File: src/ccev_pkg.sv
// condition code evaluator: shared constants, types and decode functions
// assumes: flags come from execute logic on the same clock as the evaluator

package ccev_pkg;

	// ****************************************
	// widths and flag positions
	// ****************************************
	localparam int unsigned SUBCODE_W  = 4;
	localparam int unsigned BASE_N     = 8;
	localparam int unsigned BASE_IDX_W = 3;
	localparam int unsigned BYTE_W     = 8;
	localparam int unsigned POL_BIT    = 0;
	localparam int unsigned IDX_LSB    = 1;

	// ****************************************
	// subcodes
	// ****************************************
	localparam logic [3:0] SC_OVERFLOW    = 4'h0;
	localparam logic [3:0] SC_NO_OVERFLOW = 4'h1;
	localparam logic [3:0] SC_BELOW       = 4'h2;
	localparam logic [3:0] SC_ABOVE_EQ    = 4'h3;
	localparam logic [3:0] SC_EQUAL       = 4'h4;
	localparam logic [3:0] SC_NOT_EQUAL   = 4'h5;
	localparam logic [3:0] SC_BELOW_EQ    = 4'h6;
	localparam logic [3:0] SC_ABOVE       = 4'h7;
	localparam logic [3:0] SC_SIGN        = 4'h8;
	localparam logic [3:0] SC_NO_SIGN     = 4'h9;
	localparam logic [3:0] SC_PARITY      = 4'hA;
	localparam logic [3:0] SC_NO_PARITY   = 4'hB;
	localparam logic [3:0] SC_LESS        = 4'hC;
	localparam logic [3:0] SC_GREATER_EQ  = 4'hD;
	localparam logic [3:0] SC_LESS_EQ     = 4'hE;
	localparam logic [3:0] SC_GREATER     = 4'hF;

	// ****************************************
	// base test slots, one per subcode pair
	// ****************************************
	localparam logic [2:0] BT_OVERFLOW = 3'h0;
	localparam logic [2:0] BT_CARRY    = 3'h1;
	localparam logic [2:0] BT_ZERO     = 3'h2;
	localparam logic [2:0] BT_CARRY_ZR = 3'h3;
	localparam logic [2:0] BT_SIGN     = 3'h4;
	localparam logic [2:0] BT_PARITY   = 3'h5;
	localparam logic [2:0] BT_LESS     = 3'h6;
	localparam logic [2:0] BT_LESS_EQ  = 3'h7;

	localparam logic [7:0] SET_TRUE  = 8'h01;
	localparam logic [7:0] SET_FALSE = 8'h00;

	// ****************************************
	// instruction families
	// ****************************************
	typedef enum logic [1:0] {
		FAM_MOVE  = 2'b00,
		FAM_FMOVE = 2'b01,
		FAM_JUMP  = 2'b10,
		FAM_SET   = 2'b11
	} ccev_family_t;

	// ****************************************
	// decode functions
	// ****************************************
	function automatic logic [2:0] ccev_pair_idx(input logic [3:0] sc);
		ccev_pair_idx = sc[SUBCODE_W-1:IDX_LSB];
	endfunction : ccev_pair_idx

	function automatic logic ccev_negated(input logic [3:0] sc);
		ccev_negated = sc[POL_BIT];
	endfunction : ccev_negated

endpackage : ccev_pkg

File: src/ccev_flags_if.sv
// condition code evaluator: flag carrier between top and base test unit
// assumes: both ends sit in the same clock domain, no storage inside

`timescale 1ns/1ps

interface ccev_flags_if;
	import ccev_pkg::*;

	logic             carry_flag;
	logic             overflow_flag;
	logic             sign_flag;
	logic             zero_flag;
	logic             parity_flag;
	logic [BASE_N-1:0] base_tests;

	modport src (
		output carry_flag,
		output overflow_flag,
		output sign_flag,
		output zero_flag,
		output parity_flag,
		input  base_tests
	);

	modport eval (
		input  carry_flag,
		input  overflow_flag,
		input  sign_flag,
		input  zero_flag,
		input  parity_flag,
		output base_tests
	);
endinterface : ccev_flags_if

File: src/ccev_base_tests.sv
// condition code evaluator: eight positive base tests from the five flags
// assumes: flags are stable within the cycle; pure gates, no state

`timescale 1ns/1ps

module ccev_base_tests
	import ccev_pkg::*;
(
	// flags in, tests out
	ccev_flags_if.eval fl
);

	// ****************************************
	// shared terms
	// ****************************************
	wire signed_lt;
	wire unsigned_le;

	// unsigned ordering lives on carry and zero
	assign unsigned_le = fl.carry_flag | fl.zero_flag;
	// signed ordering lives on sign and overflow
	assign signed_lt = fl.sign_flag ^ fl.overflow_flag;

	// ****************************************
	// slots
	// ****************************************
	assign fl.base_tests[BT_OVERFLOW] = fl.overflow_flag;
	assign fl.base_tests[BT_CARRY]    = fl.carry_flag;
	assign fl.base_tests[BT_ZERO]     = fl.zero_flag;
	assign fl.base_tests[BT_CARRY_ZR] = unsigned_le;
	assign fl.base_tests[BT_SIGN]     = fl.sign_flag;
	assign fl.base_tests[BT_PARITY]   = fl.parity_flag;
	assign fl.base_tests[BT_LESS]     = signed_lt;
	assign fl.base_tests[BT_LESS_EQ]  = signed_lt | fl.zero_flag;

endmodule : ccev_base_tests

File: src/ccev_top.sv
// condition code evaluator: subcode decode, polarity, per-family results
// assumes: subcode, flags and family come from decode/execute on core_clk_i

`timescale 1ns/1ps

// Operation
// - test is chosen by a four-bit subcode ranging 0000 to 1111.
// - overflow, zero, sign, parity tested set on even, clear on odd code.
// - below is carry set, above-or-equal is carry clear.
// - below-or-equal is carry or zero set, above is both clear.
// - less is sign xor overflow set, greater-or-equal is it clear.
// - less-or-equal adds zero to less; greater is that term clear.
// - above and below are unsigned orderings built from carry.
// - greater and less are signed orderings built from sign and overflow.
// - alias condition names share one subcode and one evaluation.
// - one encoding serves move, float move, jump and set-byte.
module ccev_top
	import ccev_pkg::*;
(
	// clock and reset
	input  wire logic              core_clk_i,
	input  wire logic              rst_i,
	// request
	input  wire logic              valid_i,
	input  wire logic [1:0]        family_i,
	input  wire logic [3:0]        subcode_i,
	// status flags
	input  wire logic              carry_flag_i,
	input  wire logic              overflow_flag_i,
	input  wire logic              sign_flag_i,
	input  wire logic              zero_flag_i,
	input  wire logic              parity_flag_i,
	// same-cycle answers
	output logic                   cond_true_o,
	output logic                   move_en_o,
	output logic                   jump_taken_o,
	// registered answers
	output logic                   cond_ff_o,
	output logic                   result_valid_o,
	output logic [7:0]             set_byte_o
);

	// ****************************************
	// flag carrier and base tests
	// ****************************************
	ccev_flags_if fl ();

	assign fl.carry_flag    = carry_flag_i;
	assign fl.overflow_flag = overflow_flag_i;
	assign fl.sign_flag     = sign_flag_i;
	assign fl.zero_flag     = zero_flag_i;
	assign fl.parity_flag   = parity_flag_i;

	ccev_base_tests u_base (
		.fl (fl.eval)
	);

	// ****************************************
	// subcode decode
	// ****************************************
	wire logic [2:0]   pair_idx;
	wire logic         negated;
	wire logic         base_hit;
	wire logic         cond_true;
	wire ccev_family_t family;
	wire logic         is_move;
	wire logic         is_jump;
	wire logic         is_set;

	// every 4-bit value is a legal test, nothing left undecoded
	assign pair_idx  = ccev_pair_idx(subcode_i);
	assign negated   = ccev_negated(subcode_i);
	// aliases are only names; the hardware sees one subcode
	assign base_hit  = fl.base_tests[pair_idx];
	assign cond_true = base_hit ^ negated;

	// ****************************************
	// family steering
	// ****************************************
	// family only routes the result, never alters the test
	assign family  = ccev_family_t'(family_i);
	assign is_move = (family == FAM_MOVE) | (family == FAM_FMOVE);
	assign is_jump = (family == FAM_JUMP);
	assign is_set  = (family == FAM_SET);

	// no flop in the path: decode needs the answer this cycle
	assign cond_true_o  = cond_true;
	assign move_en_o    = valid_i & is_move & cond_true;
	assign jump_taken_o = valid_i & is_jump & cond_true;

	// ****************************************
	// registered copy for write-back
	// ****************************************
	logic       cond_ff;
	logic       result_valid_ff;
	logic [7:0] set_byte_ff;
	logic [7:0] nxt_set_byte;

	assign nxt_set_byte = cond_true ? SET_TRUE : SET_FALSE;

	always_ff @(posedge core_clk_i) begin
		if (rst_i) begin
			cond_ff         <= 1'b0;
			result_valid_ff <= 1'b0;
			set_byte_ff     <= SET_FALSE;
		end else begin
			cond_ff         <= cond_true;
			result_valid_ff <= valid_i;
			if (valid_i && is_set) begin
				set_byte_ff <= nxt_set_byte;
			end
		end
	end

	assign cond_ff_o      = cond_ff;
	assign result_valid_o = result_valid_ff;
	assign set_byte_o     = set_byte_ff;

	wire logic ref_lt;
	wire logic ref_le;
	assign ref_lt = sign_flag_i ^ overflow_flag_i;
	assign ref_le = ref_lt | zero_flag_i;

	// ****************************************
	// reference terms, built from the pins only
	// ****************************************
	// kept apart from the base test unit so a slip there shows up here
	wire logic [BASE_N-1:0] ref_tests;
	assign ref_tests[BT_OVERFLOW] = overflow_flag_i;
	assign ref_tests[BT_CARRY]    = carry_flag_i;
	assign ref_tests[BT_ZERO]     = zero_flag_i;
	assign ref_tests[BT_CARRY_ZR] = carry_flag_i | zero_flag_i;
	assign ref_tests[BT_SIGN]     = sign_flag_i;
	assign ref_tests[BT_PARITY]   = parity_flag_i;
	assign ref_tests[BT_LESS]     = ref_lt;
	assign ref_tests[BT_LESS_EQ]  = ref_le;
endmodule : ccev_top

File: config.mk
export PLATFORM = sky130hd
export DESIGN_NAME = ccev_top
export DESIGN_NICKNAME = d
export VERILOG_FILES = /design/src/ccev_pkg.sv /design/src/ccev_flags_if.sv /design/src/ccev_base_tests.sv /design/src/ccev_top.sv
export SDC_FILE = /design/constraint.sdc
export NUM_CORES = 1
export LEC_CHECK = 0
export BUFFER_PORTS_ARGS = -buffer_cell sky130_fd_sc_hd__buf_2
export CORE_AREA = 2 2 39 41
export DETAILED_ROUTE_END_ITERATION = 10
export DIE_AREA = 0 0 41 43
export PLACE_DENSITY = 0.53
export SYNTH_ARGS = -nofsm -noshare
export SYNTH_HDL_FRONTEND = slang
export SYNTH_SLANG_ARGS = --single-unit
File: constraint.sdc
create_clock -name core_clk_i -period 2 [get_ports core_clk_i]
set_input_delay 0.4 -clock core_clk_i [delete_from_list [all_inputs] [get_ports core_clk_i]]
set_output_delay 0.4 -clock core_clk_i [all_outputs]
set_load 0.05 [all_outputs]
==> results of run 1 <==
state kept, by name (all words and copies together) (netlist names):
register	cells
set_byte_o	1
cond_ff_o	1
result_valid_o	1
path summary, 6_finish.rpt:
check | depth (start not counted) | to | startpoint
max | 6 | jump_taken_o | subcode_i[1]
min | 2 | set_byte_o[0] | rst_i
max reg2reg | 2 | set_byte_o[0] | set_byte_o[0]
min reg2reg | 2 | set_byte_o[0] | set_byte_o[0]
logic make-up (layout without fill, tap and decap cells):
group / Yosys count / after routing / share of synthesized area (%)
simple gates: 10 / 10 / 20.8
mux: 1 / 1 / 4.17
flops: 3 / 3 / 22.2
compound gates: 8 / 8 / 28.7
buf+inv: 7 / 30 / 19.4
other cells: 1 / 7 / 1.39
xor+xnor: 1 / 1 / 3.24
placed cells by master (no fill, tap or decap):
cell,instances
nor2_1,1
or4_4,1
a21oi_1,1
nor2_4,1
nand2b_1,1
a21oi_2,1
buf_2,11
o31ai_4,1
and3_1,1
conb_1,7
clkbuf_4,3
a221o_2,1
clkbuf_1,1
nor3b_4,1
a211oi_2,1
a311oi_2,1
mux2_2,1
dfxtp_1,3
buf_8,2
nand2_1,3
a21oi_4,1
buf_6,6
a211oi_4,1
nor2b_1,1
buf_4,7
xor2_2,1
report_power, final:
group          total (mW)  internal [mW]  switching (mW)
Combinational       0.155         0.0586          0.0962
Sequential         0.0651         0.0641        0.000981
Clock               0.106         0.0747          0.0308
cell usage after synthesis:
cell type / instances / area (um2)
a211oi_1: 1 / 7.51
a311oi_2: 1 / 15.0
a21oi_2: 1 / 8.76
xor2_1: 1 / 8.76
and3_1: 1 / 6.26
or4_4: 1 / 11.3
mux2_1: 1 / 11.3
a211oi_2: 1 / 12.5
buf_4: 7 / 52.6
a21oi_1: 2 / 10.0
nor3b_1: 1 / 7.51
conb_1: 1 / 3.75
o31ai_2: 1 / 12.5
nor2b_1: 1 / 6.26
a221o_2: 1 / 11.3
dfxtp_1: 3 / 60.1
nand2b_1: 1 / 6.26
nor2_1: 2 / 7.51
nand2_1: 3 / 11.3
timing repair:
action	in CTS	in global routing
gates resized for setup	15	6
endpoints found under the setup margin	3	3
pin swaps	6	3
buffers inserted	1	1
final cells by class:
class | count | area, um2
Fill cell | 150 | 833
Multi-Input combinational cell | 27 | 239
Timing Repair Buffer | 26 | 205
Sequential cell | 3 | 60.1
Clock buffer | 4 | 26.3
Tap cell | 16 | 20.0
metal layers:
layer	track usage, %	vias up
li1	-	155
met1	8.60	134
met2	13.1	20
met3	0	4
met4	10.0	0
met5	0	-
stage by stage:
step | setup TNS, ps | std cells | worst slack, ps
CTS | -135 | 75 | -94.9
floorplan | -124 | 37 | -81.8
global route | -280 | 76 | -144
global placement | -376 | 70 | -174
detailed placement | -403 | 70 | -183
finish | -149 | 76 | -86.9
==> reports/metrics.cfg, run 1 <==
[synthesis]
synth_area_per_cell_um2 = 8.72
yosysUniqueCellTypes = 19
netlist_area_um2 = 270
yosys_register_bits = 3
synth_seq_area_share_pct = 22.2
netlist_instances = 31
ys_warn_count = 0

[timing]
fin_crit_sh_pct = 104
setup_viol = 3
setup_ws_ps = -86.9
min_period_ps = 2090
whs_ps = 359
fin_worst_skew_ps = 0
grt_setup_unrepaired = yes
maxSlewViolCount = 0
hold_viol_final = 0
fmax_mhz = 479

[die]
die_h_um = 43
die_area_um2 = 1760
core_area_um2 = 1380
row_count = 14
initial_utilization_pct = 19.5
io_pins = 27
die_w_um = 41

[routing]
vias = 313
route.met2.wl_um = 336
wl_met1_um = 218
dr_wl_met3_um = 85
ant_nets = 0
drc = 0
wl_per_cell_um = 8.80
drt_iter0_drc = 0
avgViaCountPerCell = 4.12
highest_layer = met4
drtPass1Iterations = 1
routed_wl_um = 669

[layout]
area_growth_pct = 104
final_core_util_pct = 39.8
final_nets = 75
final_cell_area_um2 = 551
drive_above_1_share_pct = 68.3
num_antenna_cells = 0

[clock_network]
cts_tree = built
cts_buffers = 3
cts.sinks = 3
cts_root_buffer = clkbuf_4
clockBufferDepth = 2
cts.clk_slew.worst_paths_ps = 40
h-tree-depth = 1
worstSkewPairLatency_ps = 230
cts_hold_buffers = 0

[global_routing]
grt_max_degree = 5
antenna_found_initial = 0
grt_pass1_vias = 263
grt_first_pass_wirelength_um = 952
grt_use_total_pct = 8.41
grt_overflow = 0

[setup_path]
worstPathRequired_ps = 1600
worstPathArrival_ps = 1690
crit_path_start_kind = input port
crit_fanout = 4
reg2reg_slack_ps = 1340
critical_path_class = in2out
crit_buf_inv = 2
endpoint_kind = primary output
cpPeakStageDelay_ps = 570
critical-path-top-delay-family = simple AND/OR/NAND/NOR gates
cp_slowest_cell = or4_4
cp_cell_sequence = buf_8, a221o_2, a21oi_4, or4_4, a211oi_4, buf_6

[placed_design]
place_area_um2 = 424
place.gp.congestion = 0.655
port_buffers = 19

[outcome]
failed_checks = setup timing
outcome = finished, violations left

[flow_run]
maxCapViolCount = 0

[power_and_ir_drop]
power_mw = 0.325
powerDensity_nw_per_um2 = 591
leakagePower_nw = 0.252
ir_drop_mv = 0.191

[worst_hold_path]
hold_class = in2reg

No activity file was read; power rests on OpenSTA's default activity.
==> inputs of run 2 (changes only) <==
--- a/config.mk
+++ b/config.mk
@@ -5,11 +5,12 @@
 export SDC_FILE = /design/constraint.sdc
 export NUM_CORES = 1
 export LEC_CHECK = 0
+export ABC_AREA = 1
 export BUFFER_PORTS_ARGS = -buffer_cell sky130_fd_sc_hd__buf_2
 export CORE_AREA = 2 2 39 41
 export DETAILED_ROUTE_END_ITERATION = 10
 export DIE_AREA = 0 0 41 43
-export PLACE_DENSITY = 0.53
+export PLACE_DENSITY = 0.57
 export SYNTH_ARGS = -nofsm -noshare
 export SYNTH_HDL_FRONTEND = slang
 export SYNTH_SLANG_ARGS = --single-unit
==> run 2 against run 1 <==
Fmax grew 18%. Setup slack gained 320 ps. Global-route usage shrank 1.6 points. Non-clock buffer count shrank 7. The run now ends clean. Combinational power shrank 21%. Largest power group unchanged. Final cell count grew 16%. Hold slack is essentially flat. Utilization shrank 8.6 points. Clock skew is the same. Synthesized area grew 19%. Sequential share of layout area grew 3.0 points. Critical path type unchanged. Register-to-register slack lost 20 ps.
==> reports/metrics.cfg, run 2 <==
[die]
die_area_um2 = 1760  ; unchanged
initial_utilization_pct = 23.1  ; +3.6 points
row_count = 14  ; unchanged
core_area_um2 = 1380  ; unchanged
die_w_um = 41  ; unchanged
die_h_um = 43  ; unchanged
io_pins = 27  ; unchanged

[synthesis]
synth_area_per_cell_um2 = 6.41  ; -27%
yosysMostFrequentCell = nand2_1
netlist_area_um2 = 320  ; +19%
yosysTopAreaCell = dfxtp_1
yosysUniqueCellTypes = 17  ; -2
netlist_instances = 50  ; +61%
synth_flop_cell = dfxtp_1
synth_top_cells_by_area = dfxtp_1 (19%), buf_4 (16%), nand2_1 (12%)
synth_edf_count = 0  ; unchanged
yosys_register_bits = 3  ; unchanged
synth_top_area_share_pct = 18.8  ; -3.5 points
synth_async_sr_flop_share_pct = 0  ; unchanged
synth_seq_area_share_pct = 18.8  ; -3.5 points
ys_warn_count = 0  ; unchanged
synth_commonest_cells = nand2_1 (10), buf_4 (7), inv_1 (5)

[layout]
drive_above_1_share_pct = 52.8  ; -16 points
num_antenna_cells = 0  ; unchanged
final_common_cell = buf_2
final_core_util_pct = 31.2  ; -8.6 points
final_cell_mix = buf_2 (19), nand2_1 (10), conb_1 (7), inv_1 (5)
area_growth_pct = 34.8
final_cell_area_um2 = 432  ; -22%
instances_no_fill = 88  ; +16%
final_nets = 87  ; +16%

[routing]
wl_met1_um = 220  ; +0.92%
ant_nets = 0  ; unchanged
vias = 323  ; +3.2%
drtPass1Iterations = 2  ; +1
highest_layer = met3
wl_per_cell_um = 6.44  ; -27%
drc = 0  ; unchanged
route.met2.wl_um = 297  ; -12%
routed_wl_um = 567  ; -15%
drt_iter0_drc = 1  ; +1
avgViaCountPerCell = 3.67  ; -11%
dr_wl_met3_um = 50  ; -41%

[clock_network]
cts_root_buffer = clkbuf_4
cts_buffers = 3  ; unchanged
clockBufferDepth = 2  ; unchanged
post_cts_resized = 0  ; -15
worstSkewPairLatency_ps = 230  ; about the same
postCtsSetupRepairBufs = 0  ; -1
cts.sinks = 3  ; unchanged
cts.clk_slew.worst_paths_ps = 30  ; about the same
h-tree-depth = 1  ; unchanged
cts_hold_buffers = 0  ; unchanged
cts_tree = built

[power_and_ir_drop]
ir_drop_mv = 0.118  ; -38%
leakagePower_nw = 0.267  ; +6.0%
power_mw = 0.290  ; -11%
powerDensity_nw_per_um2 = 671  ; +13%

[worst_hold_path]
hold_class = in2reg

[timing]
hold_viol_final = 0  ; unchanged
setup_ws_ps = 230  ; +317 ps
maxSlewViolCount = 0  ; unchanged
fin_crit_sh_pct = 88.5  ; -16 points
min_period_ps = 1770  ; -317 ps
setup_viol = 0  ; -3
fmax_mhz = 565  ; +18%
grt_setup_unrepaired = no
whs_ps = 360  ; +0.291 ps
tns_ps = 0  ; +149 ps
fin_worst_skew_ps = 0  ; unchanged

[setup_path]
r2r_cells = 3  ; +1
crit_path_start_kind = input port
cp.depth = 9  ; +3
worstPathArrival_ps = 1370  ; -320 ps
critical_path_class = in2out
crit_fanout = 4  ; unchanged
cp_cell_sequence = buf_2, a21oi_1, nand2_1, nand3_2, nand3_2, nand2_4, inv_4, nor2_2, buf_2
endpoint = move_en_o
r2r-start = set_byte_o[0]
cp_slowest_cell = buf_2
reg2reg_slack_ps = 1320  ; -20 ps
crit_buf_inv = 3  ; +1
cpPeakStageDelay_ps = 260  ; -310 ps
worstPathRequired_ps = 1600  ; about the same
crit_path_start = subcode_i[1]
r2r_end = set_byte_o[0]
endpoint_kind = primary output
critical-path-top-delay-family = buffers and inverters

[global_routing]
grt_pass1_vias = 281  ; +6.8%
grt_first_pass_wirelength_um = 821  ; -14%
grt_use_total_pct = 6.79  ; -1.6 points
grt_overflow = 0  ; unchanged
antenna_found_initial = 0  ; unchanged
grt_max_degree = 5  ; unchanged

[placed_design]
place_area_um2 = 405  ; -4.4%
place.gp.congestion = 0.642  ; -1.9%
dp_hpwl_um = 520
port_buffers = 19  ; unchanged
dpl.cell_count = 84  ; +20%
dp_worst_setup_slack_ps = 212  ; +394 ps

[flow_run]
maxCapViolCount = 0  ; unchanged

[outcome]
outcome = completed

[run 2: cell count changes after synthesis, sizes merged, moves of 2 or more]
cell and delta:
nand2 +11, inv +10, nand3 +7, a211oi -2
a21oi -2, nor2 +2
[run 2: kinds of logic (layout without fill, tap and decap cells)]
logic type	after synthesis	in the layout	synth area share [%]
other cells	1	7	1.17
compound gates	2	2	4.69
buf+inv	18	34	30.1
flops	3	3	18.8
simple gates	26	26	45.3
[run 2: worst min-delay path by stage]
stage	start	to	slack, ps	cells after the start
2_1_floorplan	rst_i	cond_ff_o	470	1
3_3_place_gp	set_byte_o[0]	set_byte_o[0]	550	3
3_5_place_dp	set_byte_o[0]	set_byte_o[0]	560	3
4_1_cts	rst_i	cond_ff_o	350	2
5_1_grt	rst_i	cond_ff_o	360	2
6_report	rst_i	cond_ff_o	360	2
[run 2: per-layer routing]
| layer | vias up | global-route usage, % |
|---|---|---|
| met4 | 0 | 8.00 |
| met3 | 0 | 0 |
| met5 | - | 0 |
| met1 | 128 | 5.06 |
| li1 | 180 | - |
| met2 | 15 | 12.5 |
[run 2: final cells by class]
class                      instances  area, um2
fill                             159        952
multi-input combinational         35        186
timing repair buffer              19       95.1
sequential                         3       60.1
inverter                          11       43.8
clock buffer                       4       26.3
tap                               16       20.0
[run 2: worst reg2reg max path, cell delays in order, from the launching register on]
cell     delay [ps]
dfxtp_1         300
o21ba_2         200
nand2_1          60
inv_1            30
[run 2: where the power goes]
part	switching (mW)	internal, mW	total, mW	leakage, nW
Sequential	0.000973	0.0641	0.0651	0.0248
Combinational	0.0915	0.0304	0.122	0.227
Clock	0.0281	0.0746	0.103	0.0150
==> inputs of run 3 (changes only) <==
--- a/config.mk
+++ b/config.mk
@@ -10,7 +10,8 @@
 export CORE_AREA = 2 2 39 41
 export DETAILED_ROUTE_END_ITERATION = 10
 export DIE_AREA = 0 0 41 43
-export PLACE_DENSITY = 0.57
+export PLACE_DENSITY = 0.64
 export SYNTH_ARGS = -nofsm -noshare
 export SYNTH_HDL_FRONTEND = slang
+export SYNTH_HIERARCHICAL = 1
 export SYNTH_SLANG_ARGS = --single-unit
==> run 3 against run 2 <==
Setup slack got worse by 160 ps. Synthesized cell count increased by 40%. Highest routed layer unchanged. Wire length rose by 33%. First-iteration DRC count down 100%. Utilization up 10 points. Global-route usage rose by 2.3 points. Combinational power is 27% higher. Via count rose by 27%. Cell area grew 33%. Register-to-register slack better by 20 ps. Total power is 12% higher. Non-clock buffer count grew 3.
==> reports/metrics.cfg, run 3 <==
[placed_design]
port_buffers = 19  ; unchanged
place.gp.congestion = 0.652  ; +1.5%
dp_hpwl_um = 612  ; +18%
place_area_um2 = 485  ; +20%

[synthesis]
synth_top_cells_by_area = buf_4 (25%), inv_1 (16%), dfxtp_1 (14%)
synth_flop_cell = dfxtp_1
yosysTopAreaCell = buf_4
ys_warn_count = 6  ; +6
yosys_register_bits = 3  ; unchanged
synth_commonest_cells = inv_1 (18), buf_4 (14), nand2_1 (13)
synth_area_per_cell_um2 = 5.95  ; -7.1%
yosysUniqueCellTypes = 14  ; -3
synth_edf_count = 0  ; unchanged
yosysMostFrequentCell = inv_1
synth_seq_area_share_pct = 14.4  ; -4.3 points
synth_top_area_share_pct = 25.2  ; +6.5 points
netlist_area_um2 = 417  ; +30%
synth_async_sr_flop_share_pct = 0  ; unchanged
netlist_instances = 70  ; +40%

[layout]
final_cell_mix = inv_1 (17), buf_2 (17), nand2_1 (10), conb_1 (7), nand3_1 (5)
nFillCells = 153  ; -3.8%
final_core_util_pct = 41.4  ; +10 points
drive_above_1_share_pct = 45.5  ; -7.3 points
multi_input_area_um2 = 262  ; +40%
num_antenna_cells = 0  ; unchanged
seqCellArea_um2 = 60.1  ; unchanged
final_cell_area_um2 = 573  ; +33%
final_nets = 103  ; +18%
area_growth_pct = 37.5

[clock_network]
cts.sinks = 3  ; unchanged
worstSkewPairLatency_ps = 230  ; about the same
cts.clk_slew.worst_paths_ps = 40  ; about the same
cts_root_buffer = clkbuf_4
clockBufferDepth = 2  ; unchanged
cts_hold_buffers = 0  ; unchanged
h-tree-depth = 1  ; unchanged
cts_tree = built
postCtsSetupRepairBufs = 0  ; unchanged
cts_buffers = 3  ; unchanged

[power_and_ir_drop]
p_comb_share_pct = 47.8  ; +5.7 points
pwr-share-seq_pct = 20.1  ; -2.4 points
clkPwrFrac_pct = 32.1  ; -3.4 points
powerDensity_nw_per_um2 = 564  ; -16%
sw_frac_of_total_pct = 42.6  ; +0.96 points
power.internal_mw = 0.186  ; +9.8%
p_switching_mw = 0.138  ; +14%
leakagePower_nw = 0.358  ; +34%
power_mw = 0.323  ; +12%
ir_drop_mv = 0.160  ; +35%

[timing]
maxSlewViolCount = 0  ; unchanged
setup_viol = 0  ; unchanged
fmax_mhz = 519  ; -8.2%
fin_worst_skew_ps = 0  ; unchanged
hold_viol_final = 0  ; unchanged
fin_crit_sh_pct = 96.4  ; +7.9 points
min_period_ps = 1930  ; +157 ps

[global_routing]
grt_use_total_pct = 9.09  ; +2.3 points
grt_overflow = 0  ; unchanged
grt_first_pass_wirelength_mm = 1.11  ; +35%
antenna_found_initial = 0  ; unchanged
gr-usage-met3_pct = 0  ; unchanged
grt_max_degree = 6  ; +1
grt_busiest_layer = met2
grt_pass1_vias = 346  ; +23%
grt.met2_usage_pct = 15.6  ; +3.1 points
use_met1_pct = 9.18  ; +4.1 points

[die]
die_h_um = 43  ; unchanged
row_count = 14  ; unchanged
initial_utilization_pct = 30.1  ; +7.0 points
core_area_um2 = 1380  ; unchanged
io_pins = 27  ; unchanged
die_w_um = 41  ; unchanged
die_area_um2 = 1760  ; unchanged

[setup_path]
r2r_cells = 4  ; +1
r2r_end = set_byte_o[0]
reg2reg_slack_ps = 1340  ; +20 ps
worstPathArrival_ps = 1530  ; +160 ps
endpoint_kind = primary output
endpoint = move_en_o
r2r-start = set_byte_o[0]
critical_path_class = in2out
worstPathRequired_ps = 1600  ; about the same
crit_path_start = zero_flag_i
crit_fanout = 3  ; -1
crit_path_start_kind = input port

[flow_run]
maxCapViolCount = 0  ; unchanged

[routing]
drc = 0  ; unchanged
drt_iter0_drc = 0  ; -1
routed_wl_um = 754  ; +33%
wl_per_cell_um = 7.25  ; +13%
vias = 409  ; +27%
avgViaCountPerCell = 3.93  ; +7.1%
drtPass1Iterations = 1  ; -1
ant_nets = 0  ; unchanged

[outcome]
outcome = completed

[worst_hold_path]
hold_class = in2reg

-- run 3: cell types whose count changed in the layout (fill, tap and decap cells not counted), sizes merged, moves of 2 or more --
| cell | previous run | this run |
|---|---|---|
| nand2 | 14 | 16 |
| buf | 19 | 21 |
| nor2 | 4 | 2 |
| inv | 10 | 19 |
| a21oi | 1 | 3 |
| nand3 | 7 | 10 |
-- run 3: cell families after synthesis --
group           after synthesis  synth area share, %
other cells                   1                0.900
compound gates                3                 3.60
simple gates                 30                 38.7
flops                         3                 14.4
buf+inv                      33                 42.3
-- run 3: final cells by class --
type                    count  area share [%]
multi-input cells          40            45.6
repair buffers             22            23.4
inverters                  19            12.4
flip-flops and latches      3            10.5
clock buffers               4            4.59
well taps                  16            3.49
-- run 3: metrics by stage --
step | hold slack [ps] | TNS (ps) | std cells | setup WS [ps]
floorplan | 469 | -58.0 | 76 | -48.0
global placement | 520 | 0 | 100 | 2.34
detailed placement | 541 | -16.0 | 100 | -16.0
CTS | 347 | 0 | 104 | 40.3
global route | 365 | -6.71 | 104 | -6.71
finish | 357 | 0 | 104 | 72.5
-- run 3: per-layer routing --
| metal | vias up | part of all wire, % | wire length (um) |
|---|---|---|---|
| met2 | 12 | 61 | 463 |
| met3 | 0 | 4.2 | 32 |
| met1 | 177 | 34 | 258 |
| li1 | 220 | - | - |
| met4 | 0 | 0 | 0 |
| met5 | - | 0 | 0 |
-- run 3: how the worst min path moves through the flow --
stage             startpoint             end  depth (start not counted)
4_1_cts                rst_i       cond_ff_o                          2
6_report               rst_i       cond_ff_o                          2
2_1_floorplan          rst_i       cond_ff_o                          1
5_1_grt                rst_i  result_valid_o                          2
3_5_place_dp   set_byte_o[0]   set_byte_o[0]                          4
3_3_place_gp   set_byte_o[0]   set_byte_o[0]                          4
-- run 3: worst max-delay path, stage by stage --
cell	delay [ps]
buf_2	110
or2_1	230
inv_2	40
nand2_1	50
nand3_2	90
nand3_4	80
nand2_4	80
nand2_4	60
nand2_4	70
nand2_2	60
nor2_4	110
buf_8	150
-- run 3: power by group through the flow --
stage / combinational [mW] / clock, mW / sequential, mW
after floorplan: 0.106 / 0 / 0.0800
after global placement: 0.135 / 0 / 0.0659
after detailed placement: 0.137 / 0 / 0.0659
after CTS: 0.137 / 0.110 / 0.0650
after global routing: 0.167 / 0.110 / 0.0658
final: 0.155 / 0.104 / 0.0649
-- run 3: repair_timing --
| item | in CTS | in global routing |
|---|---|---|
| resized for setup | 1 | 13 |
| pin swaps | 0 | 4 |
| setup endpoints to repair | 1 | 2 |
| endpoints found under the hold margin | 0 | 0 |
